**config.mk**
```make
export PLATFORM = sky130hd
export DESIGN_NAME = ppst_port
export DESIGN_NICKNAME = d
export VERILOG_FILES = /design/src/ppst_port.v
export VERILOG_INCLUDE_DIRS = /design/src /design/src/src
export SDC_FILE = /design/constraint.sdc
export NUM_CORES = 1
export LEC_CHECK = 0
export BUFFER_PORTS_ARGS = -buffer_cell sky130_fd_sc_hd__buf_2
export CORE_MARGIN = 4
export CORE_UTILIZATION = 55
export DETAILED_ROUTE_END_ITERATION = 10
export PLACE_DENSITY = 0.77
export SKIP_CTS_REPAIR_TIMING = 1
export SYNTH_ARGS = -nofsm -noshare
export SYNTH_HDL_FRONTEND = slang
export SYNTH_SLANG_ARGS = --single-unit
```
**constraint.sdc**
```tcl
create_clock -name clk_i -period 3.5 [get_ports clk_i]
set_clock_uncertainty 0.05 [all_clocks]
set_input_delay 0 -clock clk_i [delete_from_list [all_inputs] [get_ports clk_i]]
set_output_delay 0 -clock clk_i [all_outputs]
set_load 0.03 [all_outputs]
```
**src/ppst_consts.vh**
```
// Purpose: constants for the parallel port with composite status
// Assumes: byte-wide register bus, three select lines
// Notes: definitions only
`ifndef PPST_CONSTS_VH
`define PPST_CONSTS_VH
// register select codes
`define PPST_SEL_STATUS 3'h0
`define PPST_SEL_CONTROL 3'h1
`define PPST_SEL_DIRECTION 3'h2
`define PPST_SEL_DATA 3'h3
`define PPST_SEL_STATUS_MIRROR 3'h4
`define PPST_SEL_TIMER_CONTROL 3'h5
`define PPST_SEL_TIMER_MSB 3'h6
`define PPST_SEL_TIMER_LSB 3'h7
// status bit positions
`define PPST_ST_TIMER 0
`define PPST_ST_STROBE_ONE 1
`define PPST_ST_STROBE_TWO 2
`define PPST_ST_SUMMARY 7
// port control bit positions
`define PPST_PC_STROBE_IRQ_EN 0
`define PPST_PC_STROBE_EDGE 1
`define PPST_PC_LATCH_EN 2
`define PPST_PC_LINE_TWO_LEVEL 3
`define PPST_PC_LINE_TWO_MODE 4
`define PPST_PC_LINE_TWO_DIR 5
`define PPST_PC_PORT_RESET 7
// timer control bit positions used here
`define PPST_TC_SOFT_RESET 0
`define PPST_TC_INTERVAL 3
`define PPST_TC_IRQ_EN 6
// reset values
`define PPST_CONTROL_RESET 8'h80
`define PPST_BYTE_ZERO 8'h00
`endif

```
**src/ppst_port.v**
```verilog
// Purpose: 8-bit parallel port with its composite status and irq logic
// Assumes: bus enable strobe, pins and control lines arrive asynchronously
// Notes: timer counting is outside; timer events enter as one-cycle pulses
// Notes: every bus input is seen about two clocks after its pin moves
// Notes: the bus master must hold enable high and low for three clocks or more
// Notes: write data must stand from before enable rises until enable falls
`timescale 1ns/10ps
`default_nettype none
`include "ppst_consts.vh"

module ppst_port #(
    parameter WIDTH = 8 // port width
) (
    input wire clk_i, // system clock
    input wire rst_b_i, // synchronous reset, active low
    input wire ext_reset_b_i, // device reset pin, active low
    // processor bus side
    input wire bus_enable_i, // bus enable strobe, async
    input wire chip_select_i, // device selected, async
    input wire read_not_write_i, // high for read, async
    input wire [2:0] reg_select_i, // reg_select_hi/mid/lo, async
    input wire [7:0] data_in_i, // write data from processor
    output reg [7:0] data_out_o, // read data to processor
    output reg data_oe_o, // data bus drive enable
    output reg irq_b_o, // interrupt request, active low
    // timer section side
    input wire timer_set_i, // timer time-out pulse
    input wire timer_init_i, // counter initialization pulse
    input wire [7:0] timer_control_i, // timer control register copy
    // peripheral side
    input wire [WIDTH-1:0] port_lines_i, // port pins, async
    output reg [WIDTH-1:0] port_lines_o, // port pin drive level
    output reg [WIDTH-1:0] port_lines_oe_o, // port pin drive enable
    input wire strobe_line_one_i, // first control line, async
    input wire control_line_two_i, // second control line, async
    output reg control_line_two_o, // second control line level
    output reg control_line_two_oe_o // second control line enable
);

    // synchroniser stages, first stage read only by second
    // bus control pins and port pins share one pair of stages
    // so that select, direction and pins line up in time
    reg [WIDTH+5:0] sync_a;
    reg [WIDTH+5:0] sync_b;
    reg en_q; // previous enable level
    reg s1_q; // previous strobe one level
    reg s2_q; // previous line two level
    reg [7:0] port_control; // control register
    reg [WIDTH-1:0] port_direction; // direction register
    reg [WIDTH-1:0] port_data; // output data bits
    reg [WIDTH-1:0] latch_data; // captured input bits
    reg latch_full; // capture held
    // individual interrupt flags
    reg timer_irq_flag;
    reg strobe_one_flag;
    reg strobe_two_flag;
    reg seen_timer; // status read saw timer flag
    reg seen_one; // status read saw strobe flag
    reg seen_two; // status read saw second flag
    reg hs_pending; // handshake awaits enable edge
    reg hs_low; // handshake low phase
    // write data synchroniser
    reg [7:0] din_a; // write data, first stage
    reg [7:0] din_b; // write data, second stage

    // synchronised views
    // only these names are read by the logic below
    // the raw pins never reach a decode directly
    wire en_s = sync_b[0];
    wire cs_s = sync_b[1];
    wire rnw_s = sync_b[2];
    wire [2:0] sel_s = sync_b[5:3];
    wire [WIDTH-1:0] pins_s = sync_b[WIDTH+5:6];
    reg s1_a, s1_b, s2_a, s2_b, xr_a, xr_b; // control line and device reset syncs

    // access strobes on rising enable edge
    // each strobe lasts exactly one clock per bus access
    // so a long enable pulse counts as one access only
    // codes five to seven belong to the timer section
    wire en_rise = en_s & ~en_q;
    wire acc = en_rise & cs_s;
    wire rd = acc & rnw_s;
    wire wr = acc & ~rnw_s;
    wire rd_status = rd & ((sel_s == `PPST_SEL_STATUS) |
        (sel_s == `PPST_SEL_STATUS_MIRROR));
    wire data_acc = acc & (sel_s == `PPST_SEL_DATA);
    wire wr_latch = wr & ((sel_s == `PPST_SEL_TIMER_MSB) |
        (sel_s == `PPST_SEL_TIMER_LSB));
    wire rd_counter = rd & ((sel_s == `PPST_SEL_TIMER_MSB) |
        (sel_s == `PPST_SEL_TIMER_LSB));
    wire port_reset = port_control[`PPST_PC_PORT_RESET];
    wire ext_reset = ~xr_b;
    // timer reset condition
    // soft reset bit or device reset pin, both levels
    // this also clears both port flags
    wire timer_reset = timer_control_i[`PPST_TC_SOFT_RESET] | ext_reset;

    // edge detection with selectable polarity
    // previous levels reset to the idle high level
    // so no false edge follows a reset
    // line two only detects edges while it is an input
    wire s1_edge = port_control[`PPST_PC_STROBE_EDGE] ? (s1_b & ~s1_q) : (~s1_b & s1_q);
    wire line_two_out = port_control[`PPST_PC_LINE_TWO_DIR];
    wire s2_edge = ~line_two_out & (port_control[`PPST_PC_LINE_TWO_MODE] ?
        (s2_b & ~s2_q) : (~s2_b & s2_q));

    // status byte, unused bits zero
    // summary is a pure level function of flags and enables
    // so raising an enable with its flag set shows at once
    // second flag only counts while line two is an input
    wire summary = (timer_irq_flag & timer_control_i[`PPST_TC_IRQ_EN]) |
        (strobe_one_flag & port_control[`PPST_PC_STROBE_IRQ_EN]) |
        (strobe_two_flag & ~line_two_out &
        port_control[`PPST_PC_LINE_TWO_LEVEL]);
    wire [7:0] status = {summary, 4'h0, strobe_two_flag,
        strobe_one_flag, timer_irq_flag};

    // live or latched input bits
    // output bits always read back the data register
    // the latch never touches them
    wire [WIDTH-1:0] in_bits = latch_full ? latch_data : pins_s;
    wire [WIDTH-1:0] data_view = (port_data & port_direction) |
        (in_bits & ~port_direction);

    // input synchronisers
    // two stages for every pin from outside this clock
    // control line stages reset high, the idle level
    // device reset stages reset high, meaning not in reset
    // enable history starts low so reset is not an access
    always @(posedge clk_i) begin
        if (!rst_b_i) begin
            sync_a <= {(WIDTH+6){1'b0}};
            sync_b <= {(WIDTH+6){1'b0}};
            {s1_a, s1_b, s2_a, s2_b} <= 4'hF;
            {xr_a, xr_b} <= 2'h3;
            din_a <= `PPST_BYTE_ZERO;
            din_b <= `PPST_BYTE_ZERO;
            en_q <= 1'b0;
            s1_q <= 1'b1;
            s2_q <= 1'b1;
        end else begin
            sync_a <= {port_lines_i, reg_select_i, read_not_write_i,
                chip_select_i, bus_enable_i};
            sync_b <= sync_a;
            s1_a <= strobe_line_one_i;
            s1_b <= s1_a;
            s2_a <= control_line_two_i;
            s2_b <= s2_a;
            xr_a <= ext_reset_b_i;
            xr_b <= xr_a;
            din_a <= data_in_i;
            din_b <= din_a;
            en_q <= en_s;
            s1_q <= s1_b;
            s2_q <= s2_b;
        end
    end

    // control register, port reset bit set wins
    // bit six is not implemented and reads zero
    // a write of zero to the reset bit loses
    // while the device reset pin is still low
    // the device reset pin leaves the other bits alone
    always @(posedge clk_i) begin
        if (!rst_b_i) begin
            port_control <= `PPST_CONTROL_RESET;
        end else begin
            if (wr && sel_s == `PPST_SEL_CONTROL) begin
                port_control[6:0] <= {1'b0, din_b[5:0]};
                port_control[7] <= din_b[7] | ext_reset;
            end else if (ext_reset) begin
                port_control[7] <= 1'b1;
            end
        end
    end

    // direction and data registers
    // both held clear while the port reset bit is set
    // so direction writes in that state are dropped
    // data writes keep the bits of input lines
    // software must clear the reset bit first
    always @(posedge clk_i) begin
        if (!rst_b_i) begin
            port_direction <= {WIDTH{1'b0}};
            port_data <= {WIDTH{1'b0}};
        // port reset bit overrides any write
        end else if (port_reset) begin
            port_direction <= {WIDTH{1'b0}};
            port_data <= {WIDTH{1'b0}};
        end else begin
            if (wr && sel_s == `PPST_SEL_DIRECTION) begin
                port_direction <= din_b[WIDTH-1:0];
            end
            if (wr && sel_s == `PPST_SEL_DATA) begin
                port_data <= (din_b[WIDTH-1:0] & port_direction) |
                    (port_data & ~port_direction);
            end
        end
    end

    // input latch, independent of outputs and irq
    // capture happens once, on the first active strobe edge
    // later edges are ignored until a data read
    // a data read releases the latch for the next capture
    // turning the feature off empties the latch
    always @(posedge clk_i) begin
        if (!rst_b_i) begin
            latch_data <= {WIDTH{1'b0}};
            latch_full <= 1'b0;
        end else if (!port_control[`PPST_PC_LATCH_EN]) begin
            latch_full <= 1'b0;
        end else if (rd && sel_s == `PPST_SEL_DATA) begin
            latch_full <= 1'b0;
        end else if (s1_edge && !latch_full) begin
            latch_data <= pins_s;
            latch_full <= 1'b1;
        end
    end

    // individual flags, set wins over clear
    // a qualified clear needs a status read that saw the flag
    // this keeps a flag raised after that read from being lost
    // timer reset and port reset beat a strobe set
    // the timer set beats every timer clear
    always @(posedge clk_i) begin
        if (!rst_b_i) begin
            timer_irq_flag <= 1'b0;
            strobe_one_flag <= 1'b0;
            strobe_two_flag <= 1'b0;
            seen_timer <= 1'b0;
            seen_one <= 1'b0;
            seen_two <= 1'b0;
        end else begin
            // timer flag
            // clears: reset, initialization, latch write in interval
            // mode, counter read after a qualifying status read
            if (timer_set_i) begin
                timer_irq_flag <= 1'b1;
            end else if (timer_reset || timer_init_i) begin
                timer_irq_flag <= 1'b0;
            end else if (wr_latch && timer_control_i[`PPST_TC_INTERVAL]) begin
                timer_irq_flag <= 1'b0;
            end else if (rd_counter && seen_timer) begin
                timer_irq_flag <= 1'b0;
            end
            // strobe one flag
            // set whatever its enable says
            // cleared by a data read or write once qualified
            if (port_reset || timer_reset) begin
                strobe_one_flag <= 1'b0;
            end else if (s1_edge) begin
                strobe_one_flag <= 1'b1;
            end else if (data_acc && seen_one) begin
                strobe_one_flag <= 1'b0;
            end
            // second flag
            // same clears as the strobe one flag
            // set only while line two is an input
            if (port_reset || timer_reset) begin
                strobe_two_flag <= 1'b0;
            end else if (s2_edge) begin
                strobe_two_flag <= 1'b1;
            end else if (data_acc && seen_two) begin
                strobe_two_flag <= 1'b0;
            end
            // qualification from last status read
            // each status read takes a fresh snapshot
            // a clearing access uses the snapshot up
            if (rd_status) begin
                seen_timer <= timer_irq_flag;
                seen_one <= strobe_one_flag;
                seen_two <= strobe_two_flag;
            end else begin
                if (rd_counter) begin
                    seen_timer <= 1'b0;
                end
                if (data_acc) begin
                    seen_one <= 1'b0;
                    seen_two <= 1'b0;
                end
            end
        end
    end

    // second control line output modes
    // mode bit set: plain output of the level bit
    // mode clear, level set: handshake pulse after data access
    // mode and level clear: acknowledge follows the strobe flag
    // line drives only when its direction bit is set
    // reset leaves it undriven at the idle high level
    always @(posedge clk_i) begin
        if (!rst_b_i) begin
            hs_pending <= 1'b0;
            hs_low <= 1'b0;
            control_line_two_o <= 1'b1;
            control_line_two_oe_o <= 1'b0;
        end else begin
            control_line_two_oe_o <= line_two_out;
            // handshake phase steps on each enable edge
            if (en_rise) begin
                hs_low <= hs_pending;
                hs_pending <= data_acc;
            end
            // plain output, handshake, then acknowledge
            if (port_control[`PPST_PC_LINE_TWO_MODE]) begin
                control_line_two_o <= port_control[`PPST_PC_LINE_TWO_LEVEL];
            end else if (port_control[`PPST_PC_LINE_TWO_LEVEL]) begin
                control_line_two_o <= ~(en_rise ? hs_pending : hs_low);
            end else if (s1_edge) begin
                control_line_two_o <= 1'b1;
            end else if (en_rise && !strobe_one_flag) begin
                control_line_two_o <= 1'b0;
            end
        end
    end

    // pins, read data and interrupt output
    // every output here is a flip-flop
    // read data follows the access by one clock
    // data bus drive follows the synchronised bus pins
    always @(posedge clk_i) begin
        if (!rst_b_i) begin
            port_lines_o <= {WIDTH{1'b0}};
            port_lines_oe_o <= {WIDTH{1'b0}};
            data_out_o <= `PPST_BYTE_ZERO;
            data_oe_o <= 1'b0;
            irq_b_o <= 1'b1;
        end else begin
            // pins show the registers one clock later
            port_lines_o <= port_data;
            port_lines_oe_o <= port_direction;
            irq_b_o <= ~summary;
            data_oe_o <= cs_s & rnw_s & en_s;
            // read data is loaded once per read and then held
            if (rd) begin
                case (sel_s)
                    `PPST_SEL_STATUS: data_out_o <= status;
                    `PPST_SEL_STATUS_MIRROR: data_out_o <= status;
                    `PPST_SEL_CONTROL: data_out_o <= port_control;
                    `PPST_SEL_DIRECTION: data_out_o <= port_direction;
                    `PPST_SEL_DATA: data_out_o <= data_view;
                    default: data_out_o <= `PPST_BYTE_ZERO; // timer regs elsewhere
                endcase
            end
        end
    end

endmodule // ppst_port
`default_nettype wire
```
# == Word level (Yosys, flattened, before mapping) ==
# Index checks and enable logic that the tools add are counted.
# word_totals
output_inout_bits,28
wordCells,136
register_bits,121
# classes
n_eq_ne,7
bitwise_logic,45
n_reduce_logical,26
muxes,24
# ops
cell,count
bitwise AND 8 bit,4
case mux 8 bit (4 select lines),1
2-to-1 mux 1 bit,22
bitwise AND 1 bit,19
bitwise OR 8 bit,2
NOT 1 bit,13
logical AND 1 bit,10
equality test 3 bit (second input constant),3
2-to-1 mux 8 bit,1
NOT 8 bit,1
nonzero test 2 bit,4
nonzero test 4 bit,2
equality test 3 x 2 -> 1 bit (second input constant),2
bitwise OR 1 bit,6
OR reduction 2 bit,3
equality test 3 x 1 -> 1 bit (second input constant),1
logical NOT 3 bit,1
AND reduction 3 bit,1
OR reduction 3 bit,1
logical NOT 1 bit,2
logical OR 1 bit,2
inequality test 2 x 1 -> 1 bit (second input constant),1

# == Depth between registers and ports, before layout ==
# logic_depth
depth_word,10
depth_mapped,6
depth_no_buf,4

# == Worst setup path after synthesis ==
# Ideal clock, no wire load.
# synth_timing
kind,register to register
startpoint,register sync_b[4]
endpoint,register port_direction[0]
arrival_time_ps,1357
path_buffers,2
path_slack_ps,1965
path_stages_with_launch,7
period_less_slack_ps,1535
path_cell_list,dfxtp_1 > buf_4 > and2b_1 > or4b_1 > buf_2 > mux2i_1 > nor2_1
# synth_via
elab_chain_len,2
# synth_lines
item,line,rtl
from (decl),ppst_port.v:44,reg [WIDTH+5:0] sync_b;
from (signal assigned),ppst_port.v:133,sync_b <= {(WIDTH+6){1'b0}};
from (signal assigned),ppst_port.v:144,sync_b <= sync_a;
equality test 3 x 2 -> 1 bit,--,
logical AND 1 bit (no source line),--,
to (signal assigned),ppst_port.v:184,port_direction <= {WIDTH{1'b0}};
to (signal assigned),ppst_port.v:188,port_direction <= {WIDTH{1'b0}};
to (signal assigned),ppst_port.v:192,port_direction <= din_b[WIDTH-1:0];
to (decl),ppst_port.v:49,reg [WIDTH-1:0] port_direction;
# Every way passes these cells.
# A chain may end at the register's enable or synchronous reset.

==> impl_metrics.tcl <==
set metrics [dict create \
    outcome "completed" \
    synth_common_cells "121 x dfxtp_1, 62 x and2_1, 46 x nand2_1" \
    synth_top_area_share 0.562 \
    vias 3265 \
    grt_antenna_before_repair 0 \
    drc_errors 0 \
    fmax_mhz 418 \
    die_w_um 96.5 \
    worstSetupEndpointType "register" \
    timing.hold.ws_ps 151 \
    fin_crit_ps 2390 \
    cts_tree "built" \
    crit_type "register to register" \
    intPower_uw 2520 \
    crit_path_max_fanout 19 \
    finalHoldViolCount 0 \
    synth-async-reset-ratio 0 \
    yosysMostFrequentCell "dfxtp_1" \
    worstSetupStartpointType "register" \
    antenna_cells 0 \
    io_buffers 59 \
    worstMarginPinSlew_ps 1050 \
    power_frac_clock 0.518 \
    initial_core_util 0.561 \
    rows 32 \
    root_buffer "clkbuf_8" \
    numCtsBuffers 17 \
    yosysTopAreaCell "dfxtp_1" \
    grt_pass1_vias 2838 \
    setup_viol 0 \
    setup_slack_ps 1110 \
    peakVddDrop_v 0.000330 \
    grt_max_degree 92 \
    coreArea_um2 7690 \
    switchingPower_uw 665 \
    pin_count 65 \
    rsz0062_at_grt "no" \
    clk_latency_ps 510 \
    critPathRequiredTime_ps 3850 \
    power_uw 3180 \
    first_pass_iters 5 \
    clk_pin_slew_worst_paths_ps 60 \
    syn_to_final_growth_pct 27.8 \
    yosys-top-cells-area "dfxtp_1 56%, and2_1 9.0%, mux2i_1 7.4%" \
    synth.avg_cell_area_um2 10.2 \
    clockBufferDepth 2 \
    stdcell_area_um2 5510 \
    place_hpwl_um 5810 \
    grt.total_usage 0.204 \
    ys_seq_elements 121 \
    synth_ff_type "dfxtp_1" \
    synth.net_count 458 \
    synthesis.area_um2 4310 \
    viasPerCell 5.24 \
    timing.final.crit_share 0.683 \
    slew_headroom 0.296 \
    wl_um 9390 \
    gp_congestion 0.893 \
    drt_iter0_markers 244 \
    path_delay_family "simple AND/OR/NAND/NOR gates" \
    hp-class "primary input to register" \
    power.density_nw_per_um2 578 \
    drive_above_1_share 0.182 \
    grt_pass1_wl_um 14100 \
    setup_tns_ps 0 \
    sw_frac_of_total 0.209 \
    place_ws_ps 1250 \
    clock_sinks 121 \
    maxCapViolCount 0 \
    die-area_um2 9320 \
    slowest_stage "nor3_2" \
    placed_area_um2 4640 \
    p_leak_uw 0.00237 \
    synth_edf_count 0 \
    power_frac_seq 0.448 \
    grt_overflow_total 0 \
    crit_buf_inv 0 \
    ys_seq_area_frac 0.562 \
    yosys_warnings 0 \
    cpPeakStageDelay_ps 780 \
    maxSlewViolCount 0 \
    nets 545 \
    die-height_um 96.5 \
    p_comb_frac 0.033 \
    arrival_ps 2740 \
    synthCells 421 \
    post_drt_wl_per_cell_um 15.1 \
    ys_types 49 \
    cts_max_level 4 \
    crit_chain "nand3b_2, nor3_2, a21oi_1, a41o_1" \
    detail-route-antenna-nets 0 \
]
-- state kept, by name, indices dropped and copies added, names as in the netlist, 7 cells and up, named ones only --
name	count
sync_a	14
sync_b	14
data_out_o	8
din_a	8
din_b	8
latch_data	8
port_direction	8
port_lines_o	8
port_lines_oe_o	8
port_control	7
-- power by group through the flow --
stage | Clock [uW] | Combinational, uW | Sequential (uW)
floorplan | 0 | 53.7 | 1450
global placement | 0 | 76.8 | 1450
detailed placement | 0 | 78.7 | 1460
CTS | 1660 | 79.6 | 1430
global route | 1730 | 118 | 1430
finish | 1650 | 106 | 1430
-- worst register-to-register path, stage by stage, from the launching register on --
cell,delay [ps]
dfxtp_1,750
nand3b_2,260
nor3_2,780
a21oi_1,200
a41o_1,240
-- cells by family after synthesis --
logic type | Yosys count | synth area share
and+or+nand+nor | 179 | 0.234
buffers and inverters | 27 | 0.0285
DFF | 121 | 0.562
AOI/OAI and AO/OA | 61 | 0.0987
muxes | 33 | 0.0769
-- routing by layer --
layer	share of wire	up-vias	GRT usage
met4	0.013	0	0.0958
li1	-	1623	-
met5	0	-	0
met3	0.068	16	0.0643
met1	0.43	1499	0.252
met2	0.49	127	0.324
-- worst paths after layout --
check | from | to | slack (ps) | depth (start not counted)
setup / recovery | sync_b[4] | register | 1110 | 4
hold / removal | control_line_two_i | s2_a | 150 | 3
setup reg to reg | sync_b[4] | register | 1110 | 4
hold reg to reg | xr_a | xr_b | 350 | 1
-- cell type report --
class | count | area [um^2]
Clock buffer | 22 | 453
Clock inverter | 10 | 119
Fill cell | 574 | 2180
Inverter | 5 | 18.8
Multi-Input combinational cell | 273 | 1760
Sequential cell | 121 | 2420
Tap cell | 102 | 128
Timing Repair Buffer | 90 | 603
-- placed cells by master (no fill, tap or decap), types with 2 or more instances in the layout --
cell,instances
a32oi_1,3
o21a_1,2
o31ai_1,2
clkinvlp_4,3
nor2_1,19
inv_1,4
dlygate4sd3_1,30
dfxtp_1,121
buf_2,59
a41o_1,8
nand4b_1,2
clkbuf_1,3
nor3_1,3
o21ai_0,11
nand3_1,9
clkbuf_16,16
a21oi_1,19
clkinv_2,2
mux2i_1,32
nand2_1,46
a221o_1,3
bufinv_16,2
o311ai_0,3
nor2b_1,3
and3b_1,2
and2_1,62
a211oi_1,2
clkbuf_8,3
nand3b_1,4
o32a_1,3
nand2b_1,15
clkinv_4,2
-- per-stage QoR --
step	util	std cells
after floorplan	-	421
after global placement	0.603	561
after detailed placement	0.603	561
after CTS	0.677	593
after global routing	0.716	623
final	0.716	623
Note: power is estimated with default switching activity, not from simulation.
